## src/nvsc_pkg.sv

```systemverilog
// package: pin map, timing and command types for the nv sram host controller
package nvsc_pkg;
	localparam int ADDR_W = 13;
	localparam int DATA_W = 8;
	localparam int CLK_NS = 100;
	// bus phase lengths in cycles
	localparam int SETUP_CYC = 1;
	localparam int STROBE_CYC = 3;
	localparam int HOLD_CYC = 1;
	// store cycle 10 ms
	localparam int STORE_MS = 10;
	localparam int STORE_CYC = STORE_MS * 1000000 / CLK_NS;
	localparam int RECALL_US = 20;
	localparam int RECALL_CYC = RECALL_US * 1000 / CLK_NS;
	localparam int DELAY_US = 25;
	localparam int DELAY_CYC = DELAY_US * 1000 / CLK_NS;
	localparam int SEQ_LEN = 6;
	localparam logic [ADDR_W-1:0] SEQ_A0 = 13'h0000;
	localparam logic [ADDR_W-1:0] SEQ_A1 = 13'h1555;
	localparam logic [ADDR_W-1:0] SEQ_A2 = 13'h0AAA;
	localparam logic [ADDR_W-1:0] SEQ_A3 = 13'h1FFF;
	localparam logic [ADDR_W-1:0] SEQ_A4 = 13'h10F0;
	localparam logic [ADDR_W-1:0] SEQ_STORE = 13'h0F0F;
	localparam logic [ADDR_W-1:0] SEQ_RECALL = 13'h0F0E;
	localparam int CNT_W = 24;

	typedef enum logic [2:0] {
		NVSC_CMD_READ = 3'h0,
		NVSC_CMD_WRITE = 3'h1,
		NVSC_CMD_SWSTORE = 3'h2,
		NVSC_CMD_SWRECALL = 3'h3,
		NVSC_CMD_HWSTORE = 3'h4
	} nvsc_cmd_type;

	typedef struct packed {
		nvsc_cmd_type cmd;
		logic [ADDR_W-1:0] addr;
		logic [DATA_W-1:0] data;
	} nvsc_req_type;

	typedef struct packed {
		logic chipSel_n;
		logic outGate_n;
		logic writeStb_n;
		logic [ADDR_W-1:0] addressLines;
		logic [DATA_W-1:0] dataOut;
		logic dataOe;
	} nvsc_pins_type;
endpackage

```

## src/nvsc_host.sv

```systemverilog
// host controller driving the nv sram pins for reads, writes and stores
`timescale 1ns/1ps
// Contract
// - address stays stable until select and strobe both return high.
// - output gate is held high for the whole write cycle.
// - host may request a store by pulling the busy line low.
// - host samples the busy line before any array access.
// - six reads 0000,1555,0AAA,1FFF,10F0,0F0F start a store.
// - same prefix then 0F0E starts a recall of the shadow.
module nvsc_host #(
	parameter int STORE_CYCLES = nvsc_pkg::STORE_CYC,
	parameter int RECALL_CYCLES = nvsc_pkg::RECALL_CYC,
	parameter int DELAY_CYCLES = nvsc_pkg::DELAY_CYC
) (
	input wire logic clk_sys,
	input wire logic reset,
	input wire logic reqValid,
	input wire nvsc_pkg::nvsc_req_type reqData,
	output logic reqReady,
	output logic rspValid,
	output logic [nvsc_pkg::DATA_W-1:0] rspData,
	output logic nvBusy,
	output logic chipSel_n,
	output logic outGate_n,
	output logic writeStb_n,
	output logic [nvsc_pkg::ADDR_W-1:0] address_lines,
	output logic [nvsc_pkg::DATA_W-1:0] data_lines_o,
	output logic data_lines_oe,
	input wire logic [nvsc_pkg::DATA_W-1:0] data_lines_i,
	output logic nv_save_busy_n_o,
	output logic nv_save_busy_n_oe,
	input wire logic nv_save_busy_n_i
);
	typedef enum logic [6:0] {
		NVSC_IDLE = 7'h01,
		NVSC_SETUP = 7'h02,
		NVSC_STROBE = 7'h04,
		NVSC_HOLD = 7'h08,
		NVSC_HWREQ = 7'h10,
		NVSC_WAIT = 7'h20,
		NVSC_BUSY = 7'h40
	} nvsc_state_type;

	nvsc_state_type state_ff, nxt_state;
	nvsc_pkg::nvsc_req_type req_ff, nxt_req;
	logic [nvsc_pkg::CNT_W-1:0] cnt_ff, nxt_cnt;
	logic [2:0] seqIdx_ff, nxt_seqIdx;
	logic [nvsc_pkg::DATA_W-1:0] rdData_ff, nxt_rdData;
	logic rspValid_ff, nxt_rspValid;
	logic busyMeta_ff, busySync_ff;
	logic [nvsc_pkg::DATA_W-1:0] dqMeta_ff, dqSync_ff;
	logic [nvsc_pkg::ADDR_W-1:0] seqAddr;
	nvsc_pkg::nvsc_pins_type pins;

	wire busyLow = ~busySync_ff;
	wire isSeq = req_ff.cmd == nvsc_pkg::NVSC_CMD_SWSTORE ||
		req_ff.cmd == nvsc_pkg::NVSC_CMD_SWRECALL;
	wire isWrite = req_ff.cmd == nvsc_pkg::NVSC_CMD_WRITE;
	wire lastSeq = seqIdx_ff == 3'(nvsc_pkg::SEQ_LEN - 1);
	wire canStart = state_ff == NVSC_IDLE && !busyLow;

	function automatic logic [nvsc_pkg::CNT_W-1:0] cyc(input int n);
		cyc = nvsc_pkg::CNT_W'(n);
	endfunction

	nvsc_seq_rom u_rom (
		.clk_sys(clk_sys),
		.idx(nxt_seqIdx),
		.recall(nxt_req.cmd == nvsc_pkg::NVSC_CMD_SWRECALL),
		.addr(seqAddr)
	);

	// two-flop synchronisers on the pins coming back from the device
	always_ff @(posedge clk_sys) begin
		busyMeta_ff <= nv_save_busy_n_i;
		busySync_ff <= busyMeta_ff;
		dqMeta_ff <= data_lines_i;
		dqSync_ff <= dqMeta_ff;
	end

	always_comb begin
		nxt_state = state_ff;
		nxt_req = req_ff;
		nxt_cnt = cnt_ff;
		nxt_seqIdx = seqIdx_ff;
		nxt_rdData = rdData_ff;
		nxt_rspValid = 1'b0;
		case (state_ff)
			NVSC_IDLE: begin
				if (reqValid && canStart) begin
					nxt_req = reqData;
					nxt_seqIdx = 3'h0;
					nxt_cnt = cyc(nvsc_pkg::SETUP_CYC);
					if (reqData.cmd == nvsc_pkg::NVSC_CMD_HWSTORE) begin
						nxt_state = NVSC_HWREQ;
						nxt_cnt = cyc(DELAY_CYCLES);
					end else begin
						nxt_state = NVSC_SETUP;
					end
				end
			end
			NVSC_SETUP: begin
				// abort a write if busy fell before the strobe
				if (busyLow && isWrite) begin
					nxt_state = NVSC_WAIT;
					nxt_cnt = cyc(STORE_CYCLES);
				end else if (cnt_ff <= cyc(1)) begin
					nxt_state = NVSC_STROBE;
					nxt_cnt = cyc(nvsc_pkg::STROBE_CYC);
				end else begin
					nxt_cnt = cnt_ff - cyc(1);
				end
			end
			NVSC_STROBE: begin
				if (cnt_ff <= cyc(1)) begin
					nxt_state = NVSC_HOLD;
					nxt_cnt = cyc(nvsc_pkg::HOLD_CYC);
				end else begin
					nxt_cnt = cnt_ff - cyc(1);
				end
			end
			NVSC_HOLD: begin
				if (cnt_ff <= cyc(1)) begin
					// late enough for the data to clear both sync flops
					if (!isWrite) nxt_rdData = dqSync_ff;
					if (isSeq && !lastSeq) begin
						nxt_seqIdx = seqIdx_ff + 3'h1;
						nxt_state = NVSC_SETUP;
						nxt_cnt = cyc(nvsc_pkg::SETUP_CYC);
					end else if (isSeq) begin
						nxt_state = NVSC_WAIT;
						nxt_cnt = req_ff.cmd == nvsc_pkg::NVSC_CMD_SWRECALL ?
							cyc(RECALL_CYCLES) : cyc(STORE_CYCLES);
					end else begin
						nxt_state = NVSC_IDLE;
						nxt_rspValid = 1'b1;
					end
				end else begin
					nxt_cnt = cnt_ff - cyc(1);
				end
			end
			NVSC_HWREQ: begin
				// hold the busy line low for the request delay
				if (cnt_ff <= cyc(1)) begin
					nxt_state = NVSC_WAIT;
					nxt_cnt = cyc(STORE_CYCLES);
				end else begin
					nxt_cnt = cnt_ff - cyc(1);
				end
			end
			NVSC_WAIT: begin
				// fixed wait; busy line may stay high if store skipped
				if (cnt_ff <= cyc(1)) begin
					nxt_state = NVSC_BUSY;
				end else begin
					nxt_cnt = cnt_ff - cyc(1);
				end
			end
			NVSC_BUSY: begin
				if (!busyLow) begin
					nxt_state = NVSC_IDLE;
					nxt_rspValid = 1'b1;
				end
			end
			default: nxt_state = NVSC_IDLE;
		endcase
	end

	always_ff @(posedge clk_sys) begin
		if (reset) begin
			state_ff <= NVSC_IDLE;
			req_ff <= '0;
			cnt_ff <= '0;
			seqIdx_ff <= 3'h0;
			rdData_ff <= '0;
			rspValid_ff <= 1'b0;
		end else begin
			state_ff <= nxt_state;
			req_ff <= nxt_req;
			cnt_ff <= nxt_cnt;
			seqIdx_ff <= nxt_seqIdx;
			rdData_ff <= nxt_rdData;
			rspValid_ff <= nxt_rspValid;
		end
	end

	wire inCycle = state_ff == NVSC_SETUP || state_ff == NVSC_STROBE ||
		state_ff == NVSC_HOLD;
	wire strobing = state_ff == NVSC_STROBE;

	// pin image registered so outputs come from flip-flops
	nvsc_pkg::nvsc_pins_type pins_ff;
	always_comb begin
		// select falls a cycle after the address and rises between reads
		pins.chipSel_n = ~strobing;
		pins.outGate_n = ~(inCycle && !isWrite);
		pins.writeStb_n = ~(strobing && isWrite);
		pins.addressLines = isSeq ? seqAddr : req_ff.addr;
		pins.dataOut = req_ff.data;
		pins.dataOe = inCycle && isWrite;
	end

	always_ff @(posedge clk_sys) begin
		if (reset) begin
			pins_ff <= '{chipSel_n: 1'b1, outGate_n: 1'b1, writeStb_n: 1'b1,
				addressLines: '0, dataOut: '0, dataOe: 1'b0};
		end else begin
			pins_ff <= pins;
		end
	end

	assign chipSel_n = pins_ff.chipSel_n;
	assign outGate_n = pins_ff.outGate_n;
	assign writeStb_n = pins_ff.writeStb_n;
	assign address_lines = pins_ff.addressLines;
	assign data_lines_o = pins_ff.dataOut;
	assign data_lines_oe = pins_ff.dataOe;
	assign nv_save_busy_n_o = 1'b0;
	assign nv_save_busy_n_oe = state_ff == NVSC_HWREQ;
	assign reqReady = canStart;
	assign rspValid = rspValid_ff;
	assign rspData = rdData_ff;
	assign nvBusy = busyLow || state_ff == NVSC_WAIT;
endmodule

```

## src/nvsc_seq_rom.sv

```systemverilog
// small rom holding the six-address software store/recall sequence
`timescale 1ns/1ps
module nvsc_seq_rom (
	input wire logic clk_sys,
	input wire logic [2:0] idx,
	input wire logic recall,
	output logic [nvsc_pkg::ADDR_W-1:0] addr
);
	logic [nvsc_pkg::ADDR_W-1:0] addr_ff;
	logic [nvsc_pkg::ADDR_W-1:0] nxtAddr;

	always_comb begin
		case (idx)
			3'h0: nxtAddr = nvsc_pkg::SEQ_A0;
			3'h1: nxtAddr = nvsc_pkg::SEQ_A1;
			3'h2: nxtAddr = nvsc_pkg::SEQ_A2;
			3'h3: nxtAddr = nvsc_pkg::SEQ_A3;
			3'h4: nxtAddr = nvsc_pkg::SEQ_A4;
			default: nxtAddr = recall ? nvsc_pkg::SEQ_RECALL :
				nvsc_pkg::SEQ_STORE;
		endcase
	end

	always_ff @(posedge clk_sys) begin
		addr_ff <= nxtAddr;
	end
	assign addr = addr_ff;
endmodule

```

## config.mk

```make
export PLATFORM = sky130hd
export DESIGN_NAME = nvsc_host
export DESIGN_NICKNAME = d
export VERILOG_FILES = /design/src/nvsc_pkg.sv /design/src/nvsc_host.sv /design/src/nvsc_seq_rom.sv
export SDC_FILE = /design/constraint.sdc
export NUM_CORES = 1
export LEC_CHECK = 0
export ABC_AREA = 1
export BUFFER_PORTS_ARGS = -buffer_cell sky130_fd_sc_hd__buf_4
export CAP_MARGIN = 20
export CORE_MARGIN = 3
export CORE_UTILIZATION = 43
export DETAILED_ROUTE_END_ITERATION = 8
export PLACE_DENSITY_LB_ADDON = 0.3
export RECOVER_POWER = 25
export SLEW_MARGIN = 30
export SYNTH_ARGS = -nofsm -noshare
export SYNTH_HDL_FRONTEND = slang
export SYNTH_SLANG_ARGS = --single-unit
```

## constraint.sdc

```tcl
create_clock -name clk_sys -period 2.2 [get_ports clk_sys]
set_input_delay 0.55 -clock clk_sys [delete_from_list [all_inputs] [get_ports clk_sys]]
set_output_delay 0.55 -clock clk_sys [all_outputs]
set_load 0.005 [all_outputs]
```

Word-level counts from Yosys, hierarchy flattened
Index checks and enable logic that the tools add are counted.
- reduce and logical (&&, ||, !) cells: 19
- equal/unequal tests: 26
- add/subtract/negate cells: 2
- bitwise operators: 5
- magnitude comparators: 1
- muxes and demuxes: 38
- operators with widths (operator ; count):
    $mux 24 ; 11
    $pmux 24 s6 ; 1
    $pmux 13 s5 ; 1
    $mux 7 ; 8
    $pmux 7 s7 ; 1
    $le 24x1->1 const B ; 1
    $sub 24x1->24 const B ; 1
    $mux 17 ; 1
    $eq 3x2->1 const B ; 5
    $mux 13 ; 1
    $mux 6 ; 2
    $eq 3x3->1 const B ; 3
    $mux 3 ; 3
    $mux 8 ; 1
    $ne 2x2->1 const B ; 4
    $eq 7x1->1 const B ; 1
    $eq 7x2->1 const B ; 1
    $eq 7x3->1 const B ; 1
    $eq 7x4->1 const B ; 1
    $eq 7x5->1 const B ; 1
    $eq 7x6->1 const B ; 1
    $eq 7x7->1 const B ; 1
    $logic_and 1x1->1 ; 7
    $reduce_and 7->1 ; 1
    17 further kinds ; 32
- output and inout port bits: 38
- bits in registers: 123
- input bits: 36

Depth between registers and ports, before layout
Gate-level depths: netlist of the first run.
- word-level depth: 8
- mapped depth: 14

By module
From an unflattened synthesis of the first run, not the netlist that was laid out.
- cell total of the unflattened synthesis: 676
- area total of the unflattened synthesis: 5039.8 sq um
- modules (own cells, without submodules) (module ; area each (sq um) ; cells an instance ; seq. area each (sq um) ; times used):
    nvsc_host ; 4824.6 ; 650 ; 2202.1 ; 1
    nvsc_seq_rom ; 215.2 ; 26 ; 100.1 ; 1

Least setup slack after synthesis of the first run
OpenSTA, ideal clock, no wires.
- path kind: reg-to-reg
- from: register cnt_ff[0] (netlist bit)
- to: register cnt_ff[20] (netlist bit)
- data arrival time: 1699 ps
- period minus slack after synthesis: 1812 ps
- path buffers: 0
- setup slack: 388 ps
- required time: 2087 ps
- stages on the path, launching flop included: 14
- cells stage by stage: dfxtp_1 -> inv_1 -> ha_1 -> nor2_1 -> nor2_1 -> nand2_1 -> nor2_1 -> nand2_1 -> nand2_1 -> nand3_2 -> nor2_4 -> nor2_8 -> o21ai_1 -> nor2_1
- longest elaborated chain between the ends: 4
- elaborated cells between the ends (all ways): 12
- classes of those cells: 1 x add/sub; 1 x order compare; 2 x eq/ne; 7 x mux; 1 x reduce/logical
- RTL lines (item ; RTL line ; source):
    start: declaration ; nvsc_host.sv:46 ; logic [nvsc_pkg::CNT_W-1:0] cnt_ff, nxt_cnt;
    start signal: assignment ; nvsc_host.sv:180 ; cnt_ff <= nxt_cnt;
    $sub 24x1->24 / $le 24x1->1 (equally long branches) ; -- ;
    $mux 24 ; nvsc_host.sv:107 ; end else if (cnt_ff <= cyc(1)) begin
    $mux 24 ; nvsc_host.sv:104 ; if (busyLow && isWrite) begin
    $pmux 24 s6 ; nvsc_host.sv:88 ; case (state_ff)
Parallel ways exist; a longest one is shown, timed or not. The select of a mux whose other input is x is not followed.
A chain may end at the register's enable or synchronous reset.

Worst setup path in the final report of the first run
- from: register state_ff[5]
- to: output reqReady
- longest elaborated chain between the ends: 2
- RTL lines (item ; RTL line ; source):
    start: declaration ; nvsc_host.sv:44 ; nvsc_state_type state_ff, nxt_state;
    start signal: assignment ; nvsc_host.sv:178 ; state_ff <= nxt_state;
    $eq 7x1->1 ; nvsc_host.sv:60 ; wire canStart = state_ff == NVSC_IDLE && !busyLow;
    $logic_and 1x1->1 ; nvsc_host.sv:60 ;
    end: declaration ; nvsc_host.sv:19 ; output logic reqReady,
Every way passes these cells.

==> results of run 1 <==
registers in the layout, indices dropped and copies added, names as in the netlist:
| name | cells |
|---|---|
| state_ff | 7 |
| dqSync_ff | 8 |
| pins | 8 |
| rspData | 8 |
| rspValid | 1 |
| dqMeta_ff | 8 |
| chipSel_n | 1 |
| outGate_n | 1 |
| u_rom.addr | 5 |
| req_ff | 16 |
| writeStb_n | 1 |
| data_lines_oe | 1 |
| data_lines_o | 8 |
| busySync_ff | 1 |
| cnt_ff | 24 |
| seqIdx_ff | 3 |
| busyMeta_ff | 1 |
| address_lines | 13 |
Yosys cell counts, types with 3 or more instances:
| master | instances | area share, % |
|---|---|---|
| sky130_fd_sc_hd__nand3_2 | 5 | 1.0 |
| sky130_fd_sc_hd__nor3_1 | 7 | 0.70 |
| sky130_fd_sc_hd__o21ai_2 | 3 | 0.53 |
| sky130_fd_sc_hd__xor2_1 | 8 | 1.4 |
| sky130_fd_sc_hd__nor2_1 | 74 | 5.6 |
| sky130_fd_sc_hd__inv_1 | 80 | 6.0 |
| sky130_fd_sc_hd__nand3b_1 | 3 | 0.45 |
| sky130_fd_sc_hd__inv_2 | 8 | 0.60 |
| sky130_fd_sc_hd__nand2_1 | 177 | 13 |
| sky130_fd_sc_hd__nand4_1 | 6 | 0.75 |
| sky130_fd_sc_hd__o21ai_0 | 32 | 3.2 |
| sky130_fd_sc_hd__clkbuf_1 | 14 | 1.1 |
| sky130_fd_sc_hd__nor2_2 | 12 | 1.5 |
| sky130_fd_sc_hd__nand3_1 | 47 | 4.7 |
| sky130_fd_sc_hd__nor2_4 | 5 | 1.1 |
| sky130_fd_sc_hd__dfxtp_1 | 115 | 46 |
| sky130_fd_sc_hd__a21oi_1 | 67 | 6.7 |
| sky130_fd_sc_hd__ha_1 | 4 | 1.0 |
cells in the final DEF, fill, tap and decap left out, types with 7 or more instances in the layout:
cell type | Yosys | layout
sky130_fd_sc_hd__nor2_2 | 12 | 13
sky130_fd_sc_hd__clkbuf_4 | 0 | 18
sky130_fd_sc_hd__inv_2 | 8 | 9
sky130_fd_sc_hd__nand3_1 | 47 | 46
sky130_fd_sc_hd__dfxtp_1 | 115 | 115
sky130_fd_sc_hd__o21ai_0 | 32 | 30
sky130_fd_sc_hd__nand2_1 | 177 | 171
sky130_fd_sc_hd__clkbuf_16 | 0 | 17
sky130_fd_sc_hd__nor3_1 | 7 | 7
sky130_fd_sc_hd__xor2_1 | 8 | 8
sky130_fd_sc_hd__inv_1 | 80 | 79
sky130_fd_sc_hd__nand2_2 | 2 | 8
sky130_fd_sc_hd__buf_4 | 1 | 71
sky130_fd_sc_hd__a21oi_1 | 67 | 66
sky130_fd_sc_hd__nor2_1 | 74 | 70
sky130_fd_sc_hd__nor2_4 | 5 | 8
worst max-delay path, cell delays in order, from the launching register on:
cell                      delay, ns
sky130_fd_sc_hd__dfxtp_1       0.32
sky130_fd_sc_hd__inv_2         0.08
sky130_fd_sc_hd__nand3_2       0.16
sky130_fd_sc_hd__nor2_4        0.19
sky130_fd_sc_hd__inv_1         0.12
sky130_fd_sc_hd__nor2_4        0.14
sky130_fd_sc_hd__buf_4         0.13
worst max path at each step:
stage	startpoint	endpoint	cells after the start
finish	state_ff[5]	reqReady	6
floorplan	cnt_ff[0]	cnt_ff[20]	13
global placement	cnt_ff[0]	cnt_ff[21]	13
global route	cnt_ff[0]	cnt_ff[21]	13
detailed placement	cnt_ff[0]	cnt_ff[21]	13
CTS	state_ff[2]	reqReady	6
repair_timing:
item | CTS | global route
endpoints found under the setup margin | 2 | 37
pin swaps | 1 | 3
endpoints found under the hold margin | 0 | 0
buffers inserted | 0 | 5
gates resized for setup | 3 | 21
metal layers:
metal	part of all wire, %	GRT usage, %	vias up	wire length, um
li1	-	-	2380	-
met1	44	24.6	2150	5480
met2	48	32.9	158	5940
met3	6.4	7.37	24	800
met4	2.2	7.61	0	272
met5	0	0	-	0
power groups by stage:
| stage | Sequential, mW | Clock (mW) | Combinational (mW) |
|---|---|---|---|
| floorplan | 2.48 | 0 | 2.26 |
| global placement | 2.50 | 0 | 2.98 |
| detailed placement | 2.51 | 0 | 3.02 |
| CTS | 2.47 | 2.59 | 3.07 |
| global route | 2.49 | 2.67 | 3.76 |
| finish | 2.47 | 2.53 | 3.35 |
per-stage QoR:
stage               std cells  setup WS, ns  total power [mW]  cell area (um^2)  setup TNS, ns
finish                    938        0.0943              8.34              6390              0
global route              938       -0.0153              8.92              6390        -0.0167
CTS                       933       0.00977              8.12              6300              0
detailed placement        901        0.0304              5.53              5730              0
global placement          901         0.172              5.48              5730              0
floorplan                 692         0.388              4.74              4990              0
logic make-up (layout without fill, tap and decap cells):
logic type	Yosys count	count (layout)	synth area share [%]
simple gates	342	342	30.6
fa+ha+maj	4	4	1.00
xor+xnor	10	10	1.75
compound gates	112	112	11.8
flops	115	115	46.1
buf+inv	108	214	8.62
other cells	1	1	0.0751
layout make-up:
class / count / area, um^2
clock inverter: 8 / 77.6
clock buffer: 24 / 472
multi-input combinational: 469 / 2330
sequential: 115 / 2300
fill: 1029 / 4690
timing repair buffer: 93 / 697
inverter: 89 / 334
tap: 140 / 175
==> reports/results.tsv, run 1 <==
stage	metric	value	unit
run_status	run_status	finished clean	
yosys	cell_area_after_technology_mapping	4990	um^2
clock_tree	cts_tree	yes	
worst_setup_path	critical_path.max_fanout	4	
pwr	cellPowerDensity	1310	nW/um^2
yosys	synth_cell_type_count	37	
sta	finalHoldViolCount	0	
global_routing	grt_antenna_before_repair	0	
worst_hold_path	worst_hold_path.endpoint	dqMeta_ff[2]	
yosys	syn-num-nets	732	
global_routing	grt_pass1_vias	4541	
sta	minimum_clock_period_after_layout	2.11	ns
detailed_routing	route.detailed.wl_per_inst	13.3	um
yosys	ys_seq_elements	115	
pwr	switching_power_of_the_nets	3.22	mW
worst_setup_path	crit_type	reg -> out	
worst_setup_path	end_kind	output pin	
pwr	total_leakage_power	2.93	nW
detailed_routing	drt-vias-per-instance	5.02	
sta	worst-slew-pin-transition	1.43	ns
yosys	post_synth.cell_area_avg	7.21	um^2
placed_design	hpwl	9.06	mm
yosys	seq_area_frac_synth	46.1	%
die	pin_count	74	
worst_setup_path	cp.required	1.65	ns
yosys	yosys_warning_total	0	
worst_setup_path	worst_reg2reg_path_length_in_cells	13	
worst_hold_path	hp-class	in -> reg	
placed_design	globalplace.congestion	0.943	
worst_setup_path	crit_arrival	1.56	ns
sta	final-setup-viol-count	0	
yosys	synth_edf_count	0	
die	fp.dieArea	12900	um^2
detailed_routing	drtAntennaViolNets	0	
clock_tree	skew_pair_late_insertion_delay	0.41	ns
global_routing	grt-ovfl-total	0	
worst_hold_path	worst_hold_startpoint	data_lines_i[2]	
sta	post_route_hold_slack	0.263	ns
clock_tree	clock_tree.buffer_depth	2	
worst_setup_path	reg2reg_to	cnt_ff[21]	
placed_design	portBuffers	72	
detailed_routing	dr_total_vias	4712	
global_routing	grt_first_pass_wirelength	20.8	mm
worst_setup_path	rrSetupSlack	0.18	ns
pwr	irDropWorstVdd	806	uV
sta	maxSlewHeadroom	4.68	%
clock_tree	cts-root-buf	sky130_fd_sc_hd__clkbuf_16	
global_routing	grt_resource_usage_total	20.3	%
pwr	power.sequential.fraction	29.6	%
yosys	async_flop_share	0	%
clock_tree	cts.clk_slew.worst_paths	0.05	ns
die	floorplan.rows	38	
pwr	power_frac_comb	40.1	%
layout	syn_to_final_growth	27.9	%
pwr	switching_share	38.6	%
sta	max_freq	475	MHz
layout	drive_gt1_share	21.7	%
pwr	internal_power	5.12	mW
clock_tree	cts.sinks	115	
worst_setup_path	reg2reg_from	cnt_ff[0]	
global_routing	grt_start_max_net_pins	37	
detailed_routing	drc_errors	0	
layout	finish.net_count	825	
clock_tree	cts-htree-levels	4	
die	fp.coreArea	11100	um^2
sta	timing.final.crit_share	95.7	%
layout	antenna_cells_inserted	0	
die	start_util	45.1	%
detailed_routing	drt-total-wl	12.5	mm
yosys	post_synth_inst_count	692	
sta	worst_clock_skew	0.00775	ns
yosys	postSynth.topFlopCell	sky130_fd_sc_hd__dfxtp_1	
pwr	clkPwrFrac	30.3	%
run	maxCapViolCount	0	
worst_setup_path	critical_path.startpoint_type	flip-flop	
sta	slew_viol_final	0	
worst_hold_path	hold_depth	1	
clock_tree	tritoncts_buffer_count	17	
detailed_routing	router_iterations_before_antenna_repair	5	
clock_tree	cts_hold_buffers	0	
detailed_routing	drt-initial-drc-count	362	
layout	postLayoutCoreUtil	57.7	%
die	chip_height	114	um
die	dieWidth	114	um
Power figures use the tool's default switching activity.
==> run 2: changes to the inputs <==
--- a/config.mk
+++ b/config.mk
@@ -11,8 +11,7 @@
 export CORE_MARGIN = 3
 export CORE_UTILIZATION = 43
 export DETAILED_ROUTE_END_ITERATION = 8
-export PLACE_DENSITY_LB_ADDON = 0.3
-export RECOVER_POWER = 25
+export RECOVER_POWER = 100
 export SLEW_MARGIN = 30
 export SYNTH_ARGS = -nofsm -noshare
 export SYNTH_HDL_FRONTEND = slang
==> reports/results.tsv, run 2 (synthesis results as in run 1) <==
stage	metric	value	unit
layout	ff_latch_area	2300	um^2
layout	syn_to_final_growth	29.5	%
clock_tree	clock_tree.buffer_depth	2	
run_status	run_status	finished clean	
worst_setup_path	cp.required	1.65	ns
sta	worst-slew-pin-transition	0.663	ns
sta	worst_clock_skew	0.00870	ns
worst_setup_path	crit_type	reg -> out	
layout	postLayoutCellArea	6470	um^2
worst_hold_path	worst_hold_startpoint	data_lines_i[3]	
worst_setup_path	crit_arrival	1.54	ns
global_routing	grt_start_max_net_pins	46	
detailed_routing	dr_total_vias	4658	
pwr	cellPowerDensity	1320	nW/um^2
clock_tree	cts-root-buf	sky130_fd_sc_hd__clkbuf_16	
clock_tree	cts_hold_buffers	0	
detailed_routing	drt-total-wl	13.1	mm
worst_setup_path	end_kind	output pin	
run	maxCapViolCount	0	
clock_tree	tritoncts_buffer_count	17	
sta	max_freq	480	MHz
detailed_routing	drtAntennaViolNets	0	
placed_design	dpl.cell_count	907	
global_routing	globalRouteMet1Util	29.0	%
global_routing	grt_antenna_before_repair	0	
worst_setup_path	critical_path.startpoint_type	flip-flop	
layout	max_flop_register	cnt_ff	
sta	timing.final.crit_share	94.8	%
placed_design	hpwl	9.39	mm
clock_tree	skew_pair_late_insertion_delay	0.42	ns
die	pin_count	74	
pwr	irDropWorstVdd	1230	uV
layout	most-common-layout-cells	172 x sky130_fd_sc_hd__nand2_1, 115 x sky130_fd_sc_hd__dfxtp_1, 79 x sky130_fd_sc_hd__inv_1	
global_routing	grt_first_pass_wirelength	21.5	mm
layout	final_cell_count_no_fill	945	
placed_design	globalplace.congestion	0.901	
worst_hold_path	hp-class	in -> reg	
sta	slew_viol_final	0	
layout	multi_input_area	2330	um^2
layout	largest_register_ff_count	24	
sta	final-setup-viol-count	0	
clock_tree	cts-htree-levels	4	
die	start_util	45.1	%
global_routing	grt_resource_usage_total	21.1	%
worst_setup_path	crit_start	state_ff[3]	
die	floorplan.rows	38	
detailed_routing	route.detailed.wl_per_inst	13.9	um
detailed_routing	router_iterations_before_antenna_repair	5	
layout	finish.net_count	832	
layout	most_common_library_cell_in_the_layout_ignoring_fill_and_taps	sky130_fd_sc_hd__nand2_1	
layout	drive_gt1_share	22.2	%
detailed_routing	drt-initial-drc-count	352	
layout	antenna_cells_inserted	0	
worst_setup_path	reg2reg_from	cnt_ff[0]	
detailed_routing	drt-vias-per-instance	4.93	
global_routing	grt_most_used_layer	met2	
clock_tree	cts.clk_slew.worst_paths	0.06	ns
global_routing	grt_pass1_vias	4431	
global_routing	grt-ovfl-total	0	
layout	fill_cells	1070	
clock_tree	cts_tree	yes	
placed_design	portBuffers	72	
sta	finalHoldViolCount	0	
pwr	total_leakage_power	2.97	nW
global_routing	grt_met2_use	32.0	%
detailed_routing	drc_errors	0	
sta	maxSlewHeadroom	55.8	%
placed_design	placement.cell_area	5800	um^2
die	fp.coreArea	11100	um^2
clock_tree	cts.sinks	115	
die	fp.dieArea	12900	um^2
worst_setup_path	critical_path.max_fanout	4	
sta	minimum_clock_period_after_layout	2.09	ns
global_routing	use_met3	5.73	%
die	chip_height	114	um
die	dieWidth	114	um
sta	grt_setup_unrepaired	false	
-- run 2: metal layers --
layer  wire length, um  part of all wire (%)
met3               735                   5.6
met1              6370                    49
met5                 0                     0
met2              5850                    45
met4               161                   1.2
-- run 2: final timing paths --
check,to,slack [ns],cells after the start
setup / recovery,nvBusy,0.11,7
hold / removal,dqMeta_ff[3],0.25,1
setup reg to reg,rspData[4],0.12,11
hold reg to reg,dqSync_ff[6],0.32,0
-- run 2: timing repair --
item	CTS	global route
pin swaps	1	4
endpoints found under the setup margin	2	41
gates cloned	0	0
setup buffers	0	6
gates resized for setup	3	21
endpoints found under the hold margin	0	0
-- run 2: layout make-up --
type                            instances  share of cell area (%)
Sequential cell                       115                    35.6
Clock inverter                         14                    1.99
Tap cell                              140                    2.71
Inverter                               89                    5.20
Timing Repair Buffer                  100                    11.6
Clock buffer                           18                    6.79
Multi-Input combinational cell        469                    36.1
-- run 2: critical path: stages (launching register included) --
cell	delay [ns]
sky130_fd_sc_hd__dfxtp_1	0.34
sky130_fd_sc_hd__nor2_4	0.15
sky130_fd_sc_hd__nand2_2	0.11
sky130_fd_sc_hd__nor2_4	0.10
sky130_fd_sc_hd__buf_4	0.15
sky130_fd_sc_hd__inv_2	0.06
sky130_fd_sc_hd__nand2_1	0.08
sky130_fd_sc_hd__buf_4	0.11
-- run 2: metrics by stage --
| stage | total power, mW | worst slack (ns) | util (%) | hold slack (ns) | setup TNS (ns) |
|---|---|---|---|---|---|
| floorplan | 4.74 | 0.388 | - | 0.310 | 0 |
| global placement | 5.60 | 0.121 | 52.4 | 0.310 | 0 |
| detailed placement | 5.63 | -0.0152 | 52.4 | 0.313 | -0.0152 |
| CTS | 8.29 | 0.00201 | 57.6 | 0.213 | 0 |
| global route | 9.09 | 0.00862 | 58.4 | 0.231 | 0 |
| finish | 8.51 | 0.115 | 58.4 | 0.249 | 0 |
-- run 2: where the power goes --
| group | leakage, nW | switching, mW | internal (mW) | total (mW) |
|---|---|---|---|---|
| clock | 0.285 | 1.02 | 1.59 | 2.61 |
| combinational | 1.75 | 2.21 | 1.22 | 3.43 |
| sequential | 0.939 | 0.143 | 2.33 | 2.47 |
| total | 2.97 | 3.37 | 5.14 | 8.51 |
